**src/core/sbst_params.svh**
```systemverilog
// constants of the sram boundary-scan tap: instruction codes, register
// sizes, state codes and link timing figures.
// assumes it is included by the package, by the tap, by the assertions and by the testbench.
`ifndef SBST_PARAMS_SVH
`define SBST_PARAMS_SVH

// ****************************************************************
// instruction register
// ****************************************************************
`define SBST_IR_W        3
`define SBST_IR_EXTEST   3'h0
`define SBST_IR_IDCODE   3'h1
`define SBST_IR_SAMPZ    3'h2
`define SBST_IR_PRELOAD  3'h4
`define SBST_IR_BYPASS   3'h7
`define SBST_IR_CAPT_LO  2'h1
`define SBST_IR_CAPT_HI  1'h0

// ****************************************************************
// data registers
// ****************************************************************
`define SBST_ID_W        32
`define SBST_BSR_LEN     109
`define SBST_PIN_CELLS   108
`define SBST_DRV_CELL    108
`define SBST_BYP_CAPT    1'h0
`define SBST_DRV_PRESET  1'h1
`define SBST_FIFO_DEPTH  8
`define SBST_SYNC_STAGES 2

// ****************************************************************
// link timing: fastest legal test clock against the core clock
// ****************************************************************
`define SBST_TCK_MAX_MHZ 20
`define SBST_CORE_MHZ    125
`define SBST_TCK_MIN_CYC \
  ((`SBST_CORE_MHZ + `SBST_TCK_MAX_MHZ - 1) / `SBST_TCK_MAX_MHZ)

// ****************************************************************
// tap state codes, gray along the usual path
// ****************************************************************
`define SBST_S_TLR    4'h0
`define SBST_S_RTI    4'h1
`define SBST_S_SELDR  4'h3
`define SBST_S_CAPDR  4'h2
`define SBST_S_SHDR   4'h6
`define SBST_S_EX1DR  4'h7
`define SBST_S_PAUDR  4'h5
`define SBST_S_EX2DR  4'h4
`define SBST_S_UPDDR  4'hc
`define SBST_S_SELIR  4'hd
`define SBST_S_CAPIR  4'hf
`define SBST_S_SHIR   4'he
`define SBST_S_EX1IR  4'ha
`define SBST_S_PAUIR  4'hb
`define SBST_S_EX2IR  4'h9
`define SBST_S_UPDIR  4'h8

`endif

```
**src/core/sbst_pkg.sv**
```systemverilog
// types shared by the boundary-scan tap and its helpers.
// assumes sbst_params.svh sits beside it.
`include "sbst_params.svh"

package sbst_pkg;

  typedef enum logic [3:0]
  {
    SBST_TLR   = `SBST_S_TLR,
    SBST_RTI   = `SBST_S_RTI,
    SBST_SELDR = `SBST_S_SELDR,
    SBST_CAPDR = `SBST_S_CAPDR,
    SBST_SHDR  = `SBST_S_SHDR,
    SBST_EX1DR = `SBST_S_EX1DR,
    SBST_PAUDR = `SBST_S_PAUDR,
    SBST_EX2DR = `SBST_S_EX2DR,
    SBST_UPDDR = `SBST_S_UPDDR,
    SBST_SELIR = `SBST_S_SELIR,
    SBST_CAPIR = `SBST_S_CAPIR,
    SBST_SHIR  = `SBST_S_SHIR,
    SBST_EX1IR = `SBST_S_EX1IR,
    SBST_PAUIR = `SBST_S_PAUIR,
    SBST_EX2IR = `SBST_S_EX2IR,
    SBST_UPDIR = `SBST_S_UPDIR
  } sbst_state_t;

  // the three test-port inputs, sampled together
  typedef struct packed
  {
    logic tck;
    logic tms;
    logic tdi;
  } sbst_tap_in_t;

  // pin snapshot of the sram ring, one bit per pin cell
  typedef logic [`SBST_PIN_CELLS-1:0] sbst_pins_t;

  // everything the tap keeps between core clock edges
  typedef struct packed
  {
    sbst_state_t               st;
    logic [`SBST_IR_W-1:0]     ir;
    logic [`SBST_IR_W-1:0]     ir_sh;
    logic [`SBST_ID_W-1:0]     id_sh;
    logic                      byp;
    logic [`SBST_BSR_LEN-1:0]  bsr_sh;
    logic [`SBST_BSR_LEN-1:0]  pre;
    sbst_pins_t                snap;
    logic                      tck_prev;
    logic                      tdo;
    logic                      tdo_oe;
  } sbst_regs_t;

endpackage

```
**src/core/sbst_sync.sv**
```systemverilog
// two-flop synchroniser for a group of asynchronous inputs.
// assumes the inputs are levels that are stable for several core clocks.
`timescale 1ns/1ps

module sbst_sync
#(
  parameter int W = 3
)
(
  input  wire logic         core_clk,
  input  wire logic         rst,
  input  wire logic [W-1:0] async_in,
  output logic      [W-1:0] sync_out
);

  typedef struct packed
  {
    logic [W-1:0] s1;
    logic [W-1:0] s2;
  } sbst_sync_regs_t;

  sbst_sync_regs_t s_q;
  sbst_sync_regs_t s_d;

  // first stage feeds the second stage only
  always_comb
  begin
    s_d.s1 = async_in;
    s_d.s2 = s_q.s1;
  end

  always_ff @(posedge core_clk)
  begin
    if (rst)
    begin
      s_q <= '0;
    end
    else
    begin
      s_q <= s_d;
    end
  end

  assign sync_out = s_q.s2;

endmodule

```
**src/core/sbst_fifo.sv**
```systemverilog
// small first-in first-out buffer with valid/ready on both sides.
// assumes depth is a power of two; output data comes from storage flops.
`timescale 1ns/1ps

module sbst_fifo
#(
  parameter int W     = 8,
  parameter int DEPTH = 8
)
(
  input  wire logic         core_clk,
  input  wire logic         rst,
  input  wire logic         in_valid,
  output logic              in_ready,
  input  wire logic [W-1:0] in_data,
  output logic              out_valid,
  input  wire logic         out_ready,
  output logic      [W-1:0] out_data
);

  localparam int AW = $clog2(DEPTH);

  typedef struct packed
  {
    logic [DEPTH-1:0][W-1:0] mem;
    logic [AW-1:0]           wr;
    logic [AW-1:0]           rd;
    logic [AW:0]             cnt;
  } sbst_fifo_regs_t;

  sbst_fifo_regs_t s_q;
  sbst_fifo_regs_t s_d;
  logic            push;
  logic            pop;

  assign in_ready  = (s_q.cnt != (AW+1)'(DEPTH));
  assign out_valid = (s_q.cnt != '0);
  assign out_data  = s_q.mem[s_q.rd];

  always_comb
  begin
    s_d  = s_q;
    push = in_valid && in_ready;
    pop  = out_valid && out_ready;
    if (push)
    begin
      s_d.mem[s_q.wr] = in_data;
      s_d.wr          = s_q.wr + AW'(1);
    end
    if (pop)
    begin
      s_d.rd = s_q.rd + AW'(1);
    end
    if (push && !pop)
    begin
      s_d.cnt = s_q.cnt + (AW+1)'(1);
    end
    else if (pop && !push)
    begin
      s_d.cnt = s_q.cnt - (AW+1)'(1);
    end
  end

  always_ff @(posedge core_clk)
  begin
    if (rst)
    begin
      s_q <= '0;
    end
    else
    begin
      s_q <= s_d;
    end
  end

endmodule

```
**src/core/sbst_tap.sv**
```systemverilog
// boundary-scan test access port of a synchronous burst sram.
// assumes the test port pins are asynchronous to core_clk, the test clock
// runs well below a fifth of core_clk, and pin snapshots of the sram ring
// arrive on core_clk through a valid/ready stream.
`timescale 1ns/1ps
`include "sbst_params.svh"

// Notes on behaviour
// - reset and test-logic-reset load the identification instruction.
// - identification connects the 32-bit id register and shifts it out.
// - sample-high-impedance puts the boundary register in the shift path.
// - sample-high-impedance floats the read-data bus until next update-ir or test-logic-reset.
// - sample/preload captures the pin values in capture-dr.
// - a pin moving during capture may be caught either way.
// - after capture, shift-dr moves the boundary register out on tdo.
// - preload latches the shifted pattern into the parallel cell outputs.
// - captured data shifts out while new preload data shifts in.
// - bypass routes tdi to tdo through one bypass bit.
// - extest drives the preloaded values onto the system pins.
// - extest also puts the boundary register in the shift path.
// - cell 108, latched at update-dr, governs read-data drive under extest.
// - drive cell 1 drives the read-data bus, 0 floats it.
// - drive cell shifted in sample/preload or extest, latched at update-dr.
// - drive cell presets to 1 at reset and in test-logic-reset.
// - state moves follow tms sampled at each test clock rise.
// - codes 000,001,010,100,111 decode; 011,101,110 are reserved.
// - capture-ir loads 01 into the low instruction bits.
// - five rises with tms high reach test-logic-reset.
// - capture-dr under identification loads the hardwired 32-bit code.
module sbst_tap
#(
  // arbitrary neutral identification value; bit 0 marks id presence
  parameter logic [`SBST_ID_W-1:0] ID_CODE = 32'h0abc_d001,
  parameter int                    DEPTH   = `SBST_FIFO_DEPTH
)
(
  input  wire logic                  core_clk,
  input  wire logic                  rst,
  input  wire sbst_pkg::sbst_tap_in_t tap_in,
  output logic                       tdo,
  output logic                       tdo_oe,
  input  wire logic                  snap_valid,
  output logic                       snap_ready,
  input  wire sbst_pkg::sbst_pins_t  snap_data,
  output sbst_pkg::sbst_pins_t       pin_drive,
  output logic                       extest_active,
  output logic                       rdata_oe,
  output logic [`SBST_IR_W-1:0]      cur_instr
);

  // ****************************************************************
  // declarations
  // ****************************************************************
  sbst_pkg::sbst_regs_t   s_q;
  sbst_pkg::sbst_regs_t   s_d;
  sbst_pkg::sbst_tap_in_t tap_s;
  sbst_pkg::sbst_pins_t   fifo_data;
  logic                   fifo_valid;
  logic                   fifo_ready;
  logic                   tck_rise;
  logic                   tck_fall;
  logic                   sel_bsr;
  logic                   sel_id;
  logic                   may_preload;

  // ****************************************************************
  // pin synchroniser and snapshot buffer
  // ****************************************************************
  sbst_sync
  #(
    .W ($bits(sbst_pkg::sbst_tap_in_t))
  )
  u_sync
  (
    .core_clk (core_clk),
    .rst      (rst),
    .async_in (tap_in),
    .sync_out (tap_s)
  );

  sbst_fifo
  #(
    .W     (`SBST_PIN_CELLS),
    .DEPTH (DEPTH)
  )
  u_fifo
  (
    .core_clk  (core_clk),
    .rst       (rst),
    .in_valid  (snap_valid),
    .in_ready  (snap_ready),
    .in_data   (snap_data),
    .out_valid (fifo_valid),
    .out_ready (fifo_ready),
    .out_data  (fifo_data)
  );

  // the snapshot freezes while in capture-dr so the sampled ring is
  // stable across the capture edge; the buffer absorbs the backlog
  assign fifo_ready = (s_q.st != sbst_pkg::SBST_CAPDR);

  // ****************************************************************
  // test clock edges and register selection
  // ****************************************************************
  assign tck_rise = tap_s.tck && !s_q.tck_prev;
  assign tck_fall = !tap_s.tck && s_q.tck_prev;

  // reserved codes fall back to the bypass bit
  assign sel_id  = (s_q.ir == `SBST_IR_IDCODE);
  assign sel_bsr = (s_q.ir == `SBST_IR_EXTEST) ||
                   (s_q.ir == `SBST_IR_SAMPZ) ||
                   (s_q.ir == `SBST_IR_PRELOAD);
  assign may_preload = (s_q.ir == `SBST_IR_EXTEST) ||
                       (s_q.ir == `SBST_IR_PRELOAD);

  // ****************************************************************
  // tap state transitions
  // ****************************************************************
  function automatic sbst_pkg::sbst_state_t next_state
  (
    input sbst_pkg::sbst_state_t st,
    input logic                  tms
  );
    sbst_pkg::sbst_state_t nx;
    nx = st;
    unique case (st)
      sbst_pkg::SBST_TLR:
        nx = tms ? sbst_pkg::SBST_TLR : sbst_pkg::SBST_RTI;
      sbst_pkg::SBST_RTI:
        nx = tms ? sbst_pkg::SBST_SELDR : sbst_pkg::SBST_RTI;
      sbst_pkg::SBST_SELDR:
        nx = tms ? sbst_pkg::SBST_SELIR : sbst_pkg::SBST_CAPDR;
      sbst_pkg::SBST_CAPDR:
        nx = tms ? sbst_pkg::SBST_EX1DR : sbst_pkg::SBST_SHDR;
      sbst_pkg::SBST_SHDR:
        nx = tms ? sbst_pkg::SBST_EX1DR : sbst_pkg::SBST_SHDR;
      sbst_pkg::SBST_EX1DR:
        nx = tms ? sbst_pkg::SBST_UPDDR : sbst_pkg::SBST_PAUDR;
      sbst_pkg::SBST_PAUDR:
        nx = tms ? sbst_pkg::SBST_EX2DR : sbst_pkg::SBST_PAUDR;
      sbst_pkg::SBST_EX2DR:
        nx = tms ? sbst_pkg::SBST_UPDDR : sbst_pkg::SBST_SHDR;
      sbst_pkg::SBST_UPDDR:
        nx = tms ? sbst_pkg::SBST_SELDR : sbst_pkg::SBST_RTI;
      sbst_pkg::SBST_SELIR:
        nx = tms ? sbst_pkg::SBST_TLR : sbst_pkg::SBST_CAPIR;
      sbst_pkg::SBST_CAPIR:
        nx = tms ? sbst_pkg::SBST_EX1IR : sbst_pkg::SBST_SHIR;
      sbst_pkg::SBST_SHIR:
        nx = tms ? sbst_pkg::SBST_EX1IR : sbst_pkg::SBST_SHIR;
      sbst_pkg::SBST_EX1IR:
        nx = tms ? sbst_pkg::SBST_UPDIR : sbst_pkg::SBST_PAUIR;
      sbst_pkg::SBST_PAUIR:
        nx = tms ? sbst_pkg::SBST_EX2IR : sbst_pkg::SBST_PAUIR;
      sbst_pkg::SBST_EX2IR:
        nx = tms ? sbst_pkg::SBST_UPDIR : sbst_pkg::SBST_SHIR;
      sbst_pkg::SBST_UPDIR:
        nx = tms ? sbst_pkg::SBST_SELDR : sbst_pkg::SBST_RTI;
    endcase
    return nx;
  endfunction

  // ****************************************************************
  // register actions on test clock edges
  // ****************************************************************
  always_comb
  begin
    s_d          = s_q;
    s_d.tck_prev = tap_s.tck;
    if (fifo_valid && fifo_ready)
    begin
      s_d.snap = fifo_data;
    end
    // defaults hold for as long as the state is test-logic-reset, so
    // they are back at once, not only at the next test clock rise
    if (s_q.st == sbst_pkg::SBST_TLR)
    begin
      s_d.ir                  = `SBST_IR_IDCODE;
      s_d.pre[`SBST_DRV_CELL] = `SBST_DRV_PRESET;
    end
    if (tck_rise)
    begin
      unique case (s_q.st)
        sbst_pkg::SBST_CAPIR:
        begin
          s_d.ir_sh = {`SBST_IR_CAPT_HI, `SBST_IR_CAPT_LO};
        end
        sbst_pkg::SBST_SHIR:
        begin
          s_d.ir_sh = {tap_s.tdi, s_q.ir_sh[`SBST_IR_W-1:1]};
        end
        sbst_pkg::SBST_UPDIR:
        begin
          // a new code takes effect here or in test-logic-reset, ending any high-z hold
          s_d.ir = s_q.ir_sh;
        end
        sbst_pkg::SBST_CAPDR:
        begin
          if (sel_id)
          begin
            s_d.id_sh = ID_CODE;
          end
          else if (sel_bsr)
          begin
            // a pin moving near this edge may land either way
            s_d.bsr_sh = {s_q.pre[`SBST_DRV_CELL], s_q.snap};
          end
          else
          begin
            s_d.byp = `SBST_BYP_CAPT;
          end
        end
        sbst_pkg::SBST_SHDR:
        begin
          if (sel_id)
          begin
            s_d.id_sh = {tap_s.tdi, s_q.id_sh[`SBST_ID_W-1:1]};
          end
          else if (sel_bsr)
          begin
            // capture leaves by tdo as preload enters by tdi
            s_d.bsr_sh = {tap_s.tdi,
                          s_q.bsr_sh[`SBST_BSR_LEN-1:1]};
          end
          else
          begin
            s_d.byp = tap_s.tdi;
          end
        end
        sbst_pkg::SBST_UPDDR:
        begin
          if (may_preload)
          begin
            s_d.pre = s_q.bsr_sh;
          end
        end
        sbst_pkg::SBST_TLR,
        sbst_pkg::SBST_RTI,
        sbst_pkg::SBST_SELDR,
        sbst_pkg::SBST_EX1DR,
        sbst_pkg::SBST_PAUDR,
        sbst_pkg::SBST_EX2DR,
        sbst_pkg::SBST_SELIR,
        sbst_pkg::SBST_EX1IR,
        sbst_pkg::SBST_PAUIR,
        sbst_pkg::SBST_EX2IR:
        begin
          s_d.byp = s_q.byp;
        end
      endcase
      s_d.st = next_state(s_q.st, tap_s.tms);
    end
    else if (tck_fall)
    begin
      // tdo follows the register's low bit on the falling edge
      s_d.tdo_oe = (s_q.st == sbst_pkg::SBST_SHIR) ||
                   (s_q.st == sbst_pkg::SBST_SHDR);
      if (s_q.st == sbst_pkg::SBST_SHIR)
      begin
        s_d.tdo = s_q.ir_sh[0];
      end
      else if (sel_id)
      begin
        s_d.tdo = s_q.id_sh[0];
      end
      else if (sel_bsr)
      begin
        s_d.tdo = s_q.bsr_sh[0];
      end
      else
      begin
        s_d.tdo = s_q.byp;
      end
    end
  end

  // ****************************************************************
  // state register
  // ****************************************************************
  always_ff @(posedge core_clk)
  begin
    if (rst)
    begin
      s_q                     <= '0;
      s_q.st                  <= sbst_pkg::SBST_TLR;
      s_q.ir                  <= `SBST_IR_IDCODE;
      s_q.pre[`SBST_DRV_CELL] <= `SBST_DRV_PRESET;
    end
    else
    begin
      s_q <= s_d;
    end
  end

  // ****************************************************************
  // outputs toward the sram ring
  // ****************************************************************
  assign tdo           = s_q.tdo;
  assign tdo_oe        = s_q.tdo_oe;
  assign cur_instr     = s_q.ir;
  assign pin_drive     = s_q.pre[`SBST_PIN_CELLS-1:0];
  assign extest_active = (s_q.ir == `SBST_IR_EXTEST);

  // read-data bus drive: high-z under sample-z, drive cell under extest
  always_comb
  begin
    if (s_q.ir == `SBST_IR_SAMPZ)
    begin
      rdata_oe = 1'b0;
    end
    else if (s_q.ir == `SBST_IR_EXTEST)
    begin
      rdata_oe = s_q.pre[`SBST_DRV_CELL];
    end
    else
    begin
      rdata_oe = 1'b1;
    end
  end

endmodule

```
**config.mk**
```make
export PLATFORM = sky130hd
export DESIGN_NAME = sbst_tap
export DESIGN_NICKNAME = d
export VERILOG_FILES = /design/src/core/sbst_pkg.sv /design/src/core/sbst_sync.sv /design/src/core/sbst_fifo.sv /design/src/core/sbst_tap.sv
export VERILOG_INCLUDE_DIRS = /design/src /design/src/core
export SDC_FILE = /design/constraint.sdc
export NUM_CORES = 2
export LEC_CHECK = 0
export ABC_CLOCK_PERIOD_IN_PS = 3400
export BUFFER_PORTS_ARGS = -buffer_cell sky130_fd_sc_hd__buf_4
export CORE_ASPECT_RATIO = 0.75
export CORE_UTILIZATION = 37
export DETAILED_ROUTE_END_ITERATION = 12
export PLACE_DENSITY_LB_ADDON = 0.1
export SYNTH_ARGS = -nofsm -noshare
export SYNTH_HDL_FRONTEND = slang
export SYNTH_SLANG_ARGS = --single-unit
```
**constraint.sdc**
```tcl
create_clock -name core_clk -period 3.4 [get_ports core_clk]
set_input_delay 0.34 -clock core_clk [delete_from_list [all_inputs] [get_ports core_clk]]
set_output_delay 0.34 -clock core_clk [all_outputs]
set_load 0.1 [all_outputs]
```
Word-level counts from Yosys, hierarchy flattened
Cells that the tools add are included.

$add $sub $neg: 4. Magnitude comparators: 3. Equal/unequal tests: 28. Multiplexer cells: 43. Bitwise operators: 1. Reduce and logical (&&, ||, !) cells: 30.

Operators by type and width (number): bitwise mux 864 bit (1); two-way mux 109 bit (4); binary-select mux 108 bit (select 3 bit) (1); demux 108 bit (select 3 bit) (1); two-way mux 257 bit (1); two-way mux 110 bit (2); case mux 109 bit (2 select lines) (1); two-way mux 108 bit (2); two-way mux 32 bit (2); case mux 32 bit (2 select lines) (1); case mux 4 bit (12 select lines) (1); == test 4 bit (second input constant) (8); two-way mux 4 bit (6); == test 4 x 3 -> 1 bit (second input constant) (4); != test 2 bit (second input constant) (8); two-way mux 3 bit (4); AND reduction 6 bit (2); two-way mux 1 bit (11); == test 4 x 2 -> 1 bit (second input constant) (2); less-than comparator 3 x 4 -> 1 bit (second input constant) (2); logical AND 1 bit (7); adder 3 x 1 -> 3 bit (second input constant) (2); two-way mux 2 bit (3); case mux 3 bit (2 select lines) (1); other kinds (22) (32).

Register bits: 1252. Input port bits: 114. Output and inout port bits: 116.

Longest topological paths before layout
Depth in word-level cells: 7. Depth in mapped cells: 12. Gate-level depth less buffers: 11.

Hierarchy
A second synthesis with hierarchy kept.

Cells, all modules: 6252. Area, all modules: 52374.0 um^2.

By module, submodules not included: sbst_fifo (times used 1, cells an instance 4314, area an instance 37234.5 um^2, sequential area each 17496.8 um^2); sbst_tap (times used 1, cells an instance 1926, area an instance 14981.9 um^2, sequential area each 7447.1 um^2); sbst_sync (times used 1, cells an instance 12, area an instance 157.7 um^2, sequential area each 120.1 um^2).

Worst setup path after synthesis
No wires, ideal clock.

Kind: reg2out. Start point: reg s_q (netlist bit cur_instr[1]). End point: out rdata_oe. Data arrival time: 2605 ps. Path slack: 455 ps. Cell stages (with the launch flop): 3. Path buffers: 1. Path through: dfxtp_1 > clkbuf_1 > o21ai_0.

Cells in the longest elaborated chain, start to end: 3. Elaborated cells between the ends (all ways): 4. Classes of those cells: eq/ne: 1; mux: 2; reduce/logical: 1.

Ends and longest elaborated chain: from (decl) (line sbst_tap.sv:54) `sbst_pkg::sbst_regs_t s_q;`; zero test 3 bit (no source line); two-way mux 1 bit (line sbst_tap.sv:311) `` else if (s_q.ir == `SBST_IR_EXTEST) ``; two-way mux 1 bit * (line sbst_tap.sv:307) `` if (s_q.ir == `SBST_IR_SAMPZ) ``; to (decl) (line sbst_tap.sv:47) `output logic rdata_oe,`.

Every way passes the cells marked *; elsewhere a longest branch is shown, timed or not.

Worst setup path after layout
Start point: reg u_fifo.s_q[0] in the netlist's numbering. End point: reg u_fifo.s_q[3] in the netlist's numbering.

Cells in the longest elaborated chain, start to end: 5. Elaborated cells between the ends (all ways): 13. Classes of those cells: add/sub: 2; eq/ne: 1; mux: 2; reduce/logical: 8.

Ends and longest elaborated chain: from (decl) (line sbst_fifo.sv:31) `sbst_fifo_regs_t s_q;`; from (signal assigned) (line sbst_fifo.sv:68) `s_q <= '0;`; from (signal assigned) (line sbst_fifo.sv:72) `s_q <= s_d;`; branches (longest 5 deep; another with subtractor 4 x 1 -> 4 bit).

Several ways; the timed one is not identified. The select of a mux whose other input is x is not followed. A chain may end at the register's enable or synchronous reset.

==> metrics.cfg <==
[outcome]
run_status=complete, no violations

[yosys]
netlist.area_leader.share_pct=48.82
complex_gate_fraction_of_the_synthesized_area_pct=13.22
yosysTopAreaCell=sky130_fd_sc_hd__dfxtp_1
synth.top_cells.by_area=sky130_fd_sc_hd__dfxtp_1 49%, sky130_fd_sc_hd__nand2_1 16%, sky130_fd_sc_hd__a21oi_1 9.8%
netlist_instances=6147
synth_simple_gate_area_share_pct=20.88
mappedNetlistArea_mm2=0.05134
adder_cell_fraction_of_synth_area_pct=0.1803
synth_async_sr_flop_share_pct=0
synthMuxAreaShare_pct=9.597
yosysUniqueCellTypes=57
synth-edff-count=0
ys_warn_count=0
synth_nets=6267
synth-seq-area-share_pct=48.82
synth_flop_cell=sky130_fd_sc_hd__dfxtp_1
syn_area_per_cell_um2=8.353
synth_seq_cells=1252
synthXorXnorAreaFrac_pct=0.1194
synth_top_family_by_area=simple AND/OR/NAND/NOR gates

[timing]
post-route-period-util_pct=85.15
fmax_ghz=0.3454
period_minus_slack_ns=2.895
worstMarginPinSlew_ns=1.048
hold_viol_final=0
timing.setup.tns_ns=0
fin_worst_hold_slack_ns=0.3306
timing.max_slew.rel_slack_pct=30.16
final-setup-viol-count=0
drv_slew=0
fin_skew_ns=0.03330
grt_setup_unrepaired=false

[route]
drc=0
wirelength_um=165300
drtAntennaViolNets=0
routedWlPerCell_um=20.71
dr.pass1.iters=5
drc_violation_total_after_the_first_tritonroute_iteration=3722
total_via_count_in_the_routed_design=41830
viasPerCell=5.241

[finish]
final_net_count=6149
layout.cells.most_common_list=2193 x sky130_fd_sc_hd__nand2_1, 1250 x sky130_fd_sc_hd__dfxtp_1, 1004 x sky130_fd_sc_hd__a21oi_1
stdcell_area_mm2=0.05908
final_common_cell=sky130_fd_sc_hd__nand2_1
nFillCells=13640
synthToLayoutAreaGrowth_pct=15.06
drive_gt1_share_pct=13.39

[power_and_ir_drop]
max-vdd-ir-drop_uv=525.3
power.net_switching_mw=12.37
power_share_of_the_sequential_group_pct=41.4
power_density_mw_per_mm2=673.7
internal-power_mw=27.43
switching_share_pct=31.08
power.clock.fraction_pct=37.6
power_leakage_nw=19.56
comb_power_share_pct=21.0

[placed_design]
placed_cell_area_mm2=0.05345
dp_hpwl_um=96130
place_congestion=0.7803
port-buffer-count=229

[hold_path]
worst_hold_path_stage_count=3
hold_class=in2reg
hold_path_end=u_sync.s_d[2]
min_from=tap_in[2]

[global_route]
first_global_vias=39590
pin_count_of_the_biggest_net_entering_global_routing=124
globalRouteOverflowTotal=0
groute.usage.overall_pct=23.22
antenna_violations_before_repair=15
global_route_wire_length_before_repair_um=252900

[clock_tree]
post_cts.repair.setup_buffers=0
cells_resized_by_post_cts_repair=0
clock_tree.buffer_depth=3
clk_pin_slew_worst_paths_ns=0.06
cts_tree=yes
tritoncts.num_buffers=138
cts.hold.buffers_added=113
cts.htree.levels=4
clk-insertion-delay-late_ns=0.79
clockRootBuffer=sky130_fd_sc_hd__clkbuf_16
clock-sinks=1252

[floorplan]
die-area_mm2=0.1403
coreArea_mm2=0.1367
die_height_um=324.6
initial_utilization_pct=37.55
rows=117
die_w_um=432.1
pin_count=230

[setup_path]
critical-path-slowest-cell=sky130_fd_sc_hd__or4_1
r2r.worst_path.cells=10
cp-start-kind=register
path_cells=or4_1, and2_4, inv_1, ha_1, inv_1, ha_1, a21oi_1, a211oi_1, a31oi_1, mux2_2
critPathArrivalTime_ns=3.55
timing.critical_path.fanout_max=5
crit_required_ns=4.05
worst_r2r_endpoint=u_fifo.s_q[3]
worstSetupEndpointType=register
worst_r2r_start=u_fifo.s_q[0]
crit_type=reg2reg
regToRegSetupSlack_ns=0.50
max_stage_delay_ns=0.68

[flow_run]
max_cap_viol_count=0

==> metrics by stage <==
stage,utilization (%),power [mW],std cells,worst slack [ns]
after global placement,39.09,25.06,7620,0.5296
final,43.21,39.80,7981,0.5047
after detailed placement,39.09,25.10,7620,0.5377
after floorplan,-,22.02,6147,0.4549
after CTS,43.20,40.23,7976,0.5210
after global routing,43.20,41.63,7979,0.3502
==> layer usage <==
layer	vias up	GRT usage [%]	wire length, um
li1	20250	-	-
met1	20300	32.91	77070
met2	1040	36.14	75080
met3	220	4.090	9707
met4	20	6.352	3284
met5	-	0	120
==> cell type report <==
type	instances	area [um^2]	area share (%)
inverter	10	37.54	0.06354
sequential	1252	25070	42.44
clock buffer	217	4230	7.161
multi-input combinational	4160	22670	38.37
antenna	5	12.51	0.02118
tap	1844	2307	3.905
clock inverter	26	254.0	0.4299
timing repair buffer	467	4497	7.612
==> flip-flops by register name, summed over array words and instances (netlist names) <==
register         cells
u_fifo.s_q         874
u_sync.s_d           3
cur_instr            3
pin_drive          108
tdo                  1
s_q                259
u_sync.sync_out      3
tdo_oe               1
==> worst max-delay path: cells and delay by family (launching register included) <==
| family | cells | cell delay (ns) |
|---|---|---|
| buf+inv | 2 | 0.16 |
| mux | 1 | 0.34 |
| compound gates | 3 | 0.49 |
| simple gates | 2 | 0.91 |
| fa+ha+maj | 2 | 0.50 |
| flops | 1 | 0.39 |
==> cells by family (layout without fill, tap and decap cells) <==
| group | Yosys count | after routing |
|---|---|---|
| buffers and inverters | 735 | 720 |
| AO/OA/AOI/OAI | 1240 | 1240 |
| adder cells (fa/ha/maj) | 7 | 7 |
| other | 0 | 5 |
| XOR/XNOR | 7 | 7 |
| multiplexers | 222 | 222 |
| flip-flops | 1252 | 1252 |
| AND/OR/NAND/NOR | 2684 | 2684 |
==> worst max-delay path by stage <==
| stage | slack, ns | depth (start not counted) | startpoint | endpoint |
|---|---|---|---|---|
| detailed placement | 0.54 | 6 | u_fifo.s_q[0] | u_fifo.s_q[4] |
| CTS | 0.52 | 10 | u_fifo.s_q[0] | u_fifo.s_q[3] |
| global route | 0.35 | 10 | u_fifo.s_q[0] | u_fifo.s_q[3] |
| finish | 0.50 | 10 | u_fifo.s_q[0] | u_fifo.s_q[3] |
| global placement | 0.53 | 10 | u_fifo.s_q[0] | u_fifo.s_q[3] |
| floorplan | 0.45 | 2 | cur_instr[1] | rdata_oe |
==> synthesized netlist by cell type, drive strengths merged, types with 5 or more instances <==
cell type / instances
mux4: 216
a311oi: 109
nand2b: 6
nand4: 7
and4: 6
ha: 5
o22ai: 109
nand2: 2194
a21oi: 1004
nor2b: 16
dfxtp: 1252
nor2: 254
nand3: 33
and3: 7
nor3b: 6
buf: 335
nor3: 136
inv: 10
o21ai: 5
clkbuf: 390
==> power by group through the flow <==
stage | combinational (mW) | sequential, mW | clock (mW)
6_report | 8.34 | 16.5 | 15.0
5_1_grt | 9.09 | 16.6 | 15.9
4_1_cts | 8.44 | 16.5 | 15.3
3_5_place_dp | 8.30 | 16.8 | 0
3_3_place_gp | 8.26 | 16.8 | 0
2_1_floorplan | 5.63 | 16.4 | 0
(Power assumes the default switching activity.)
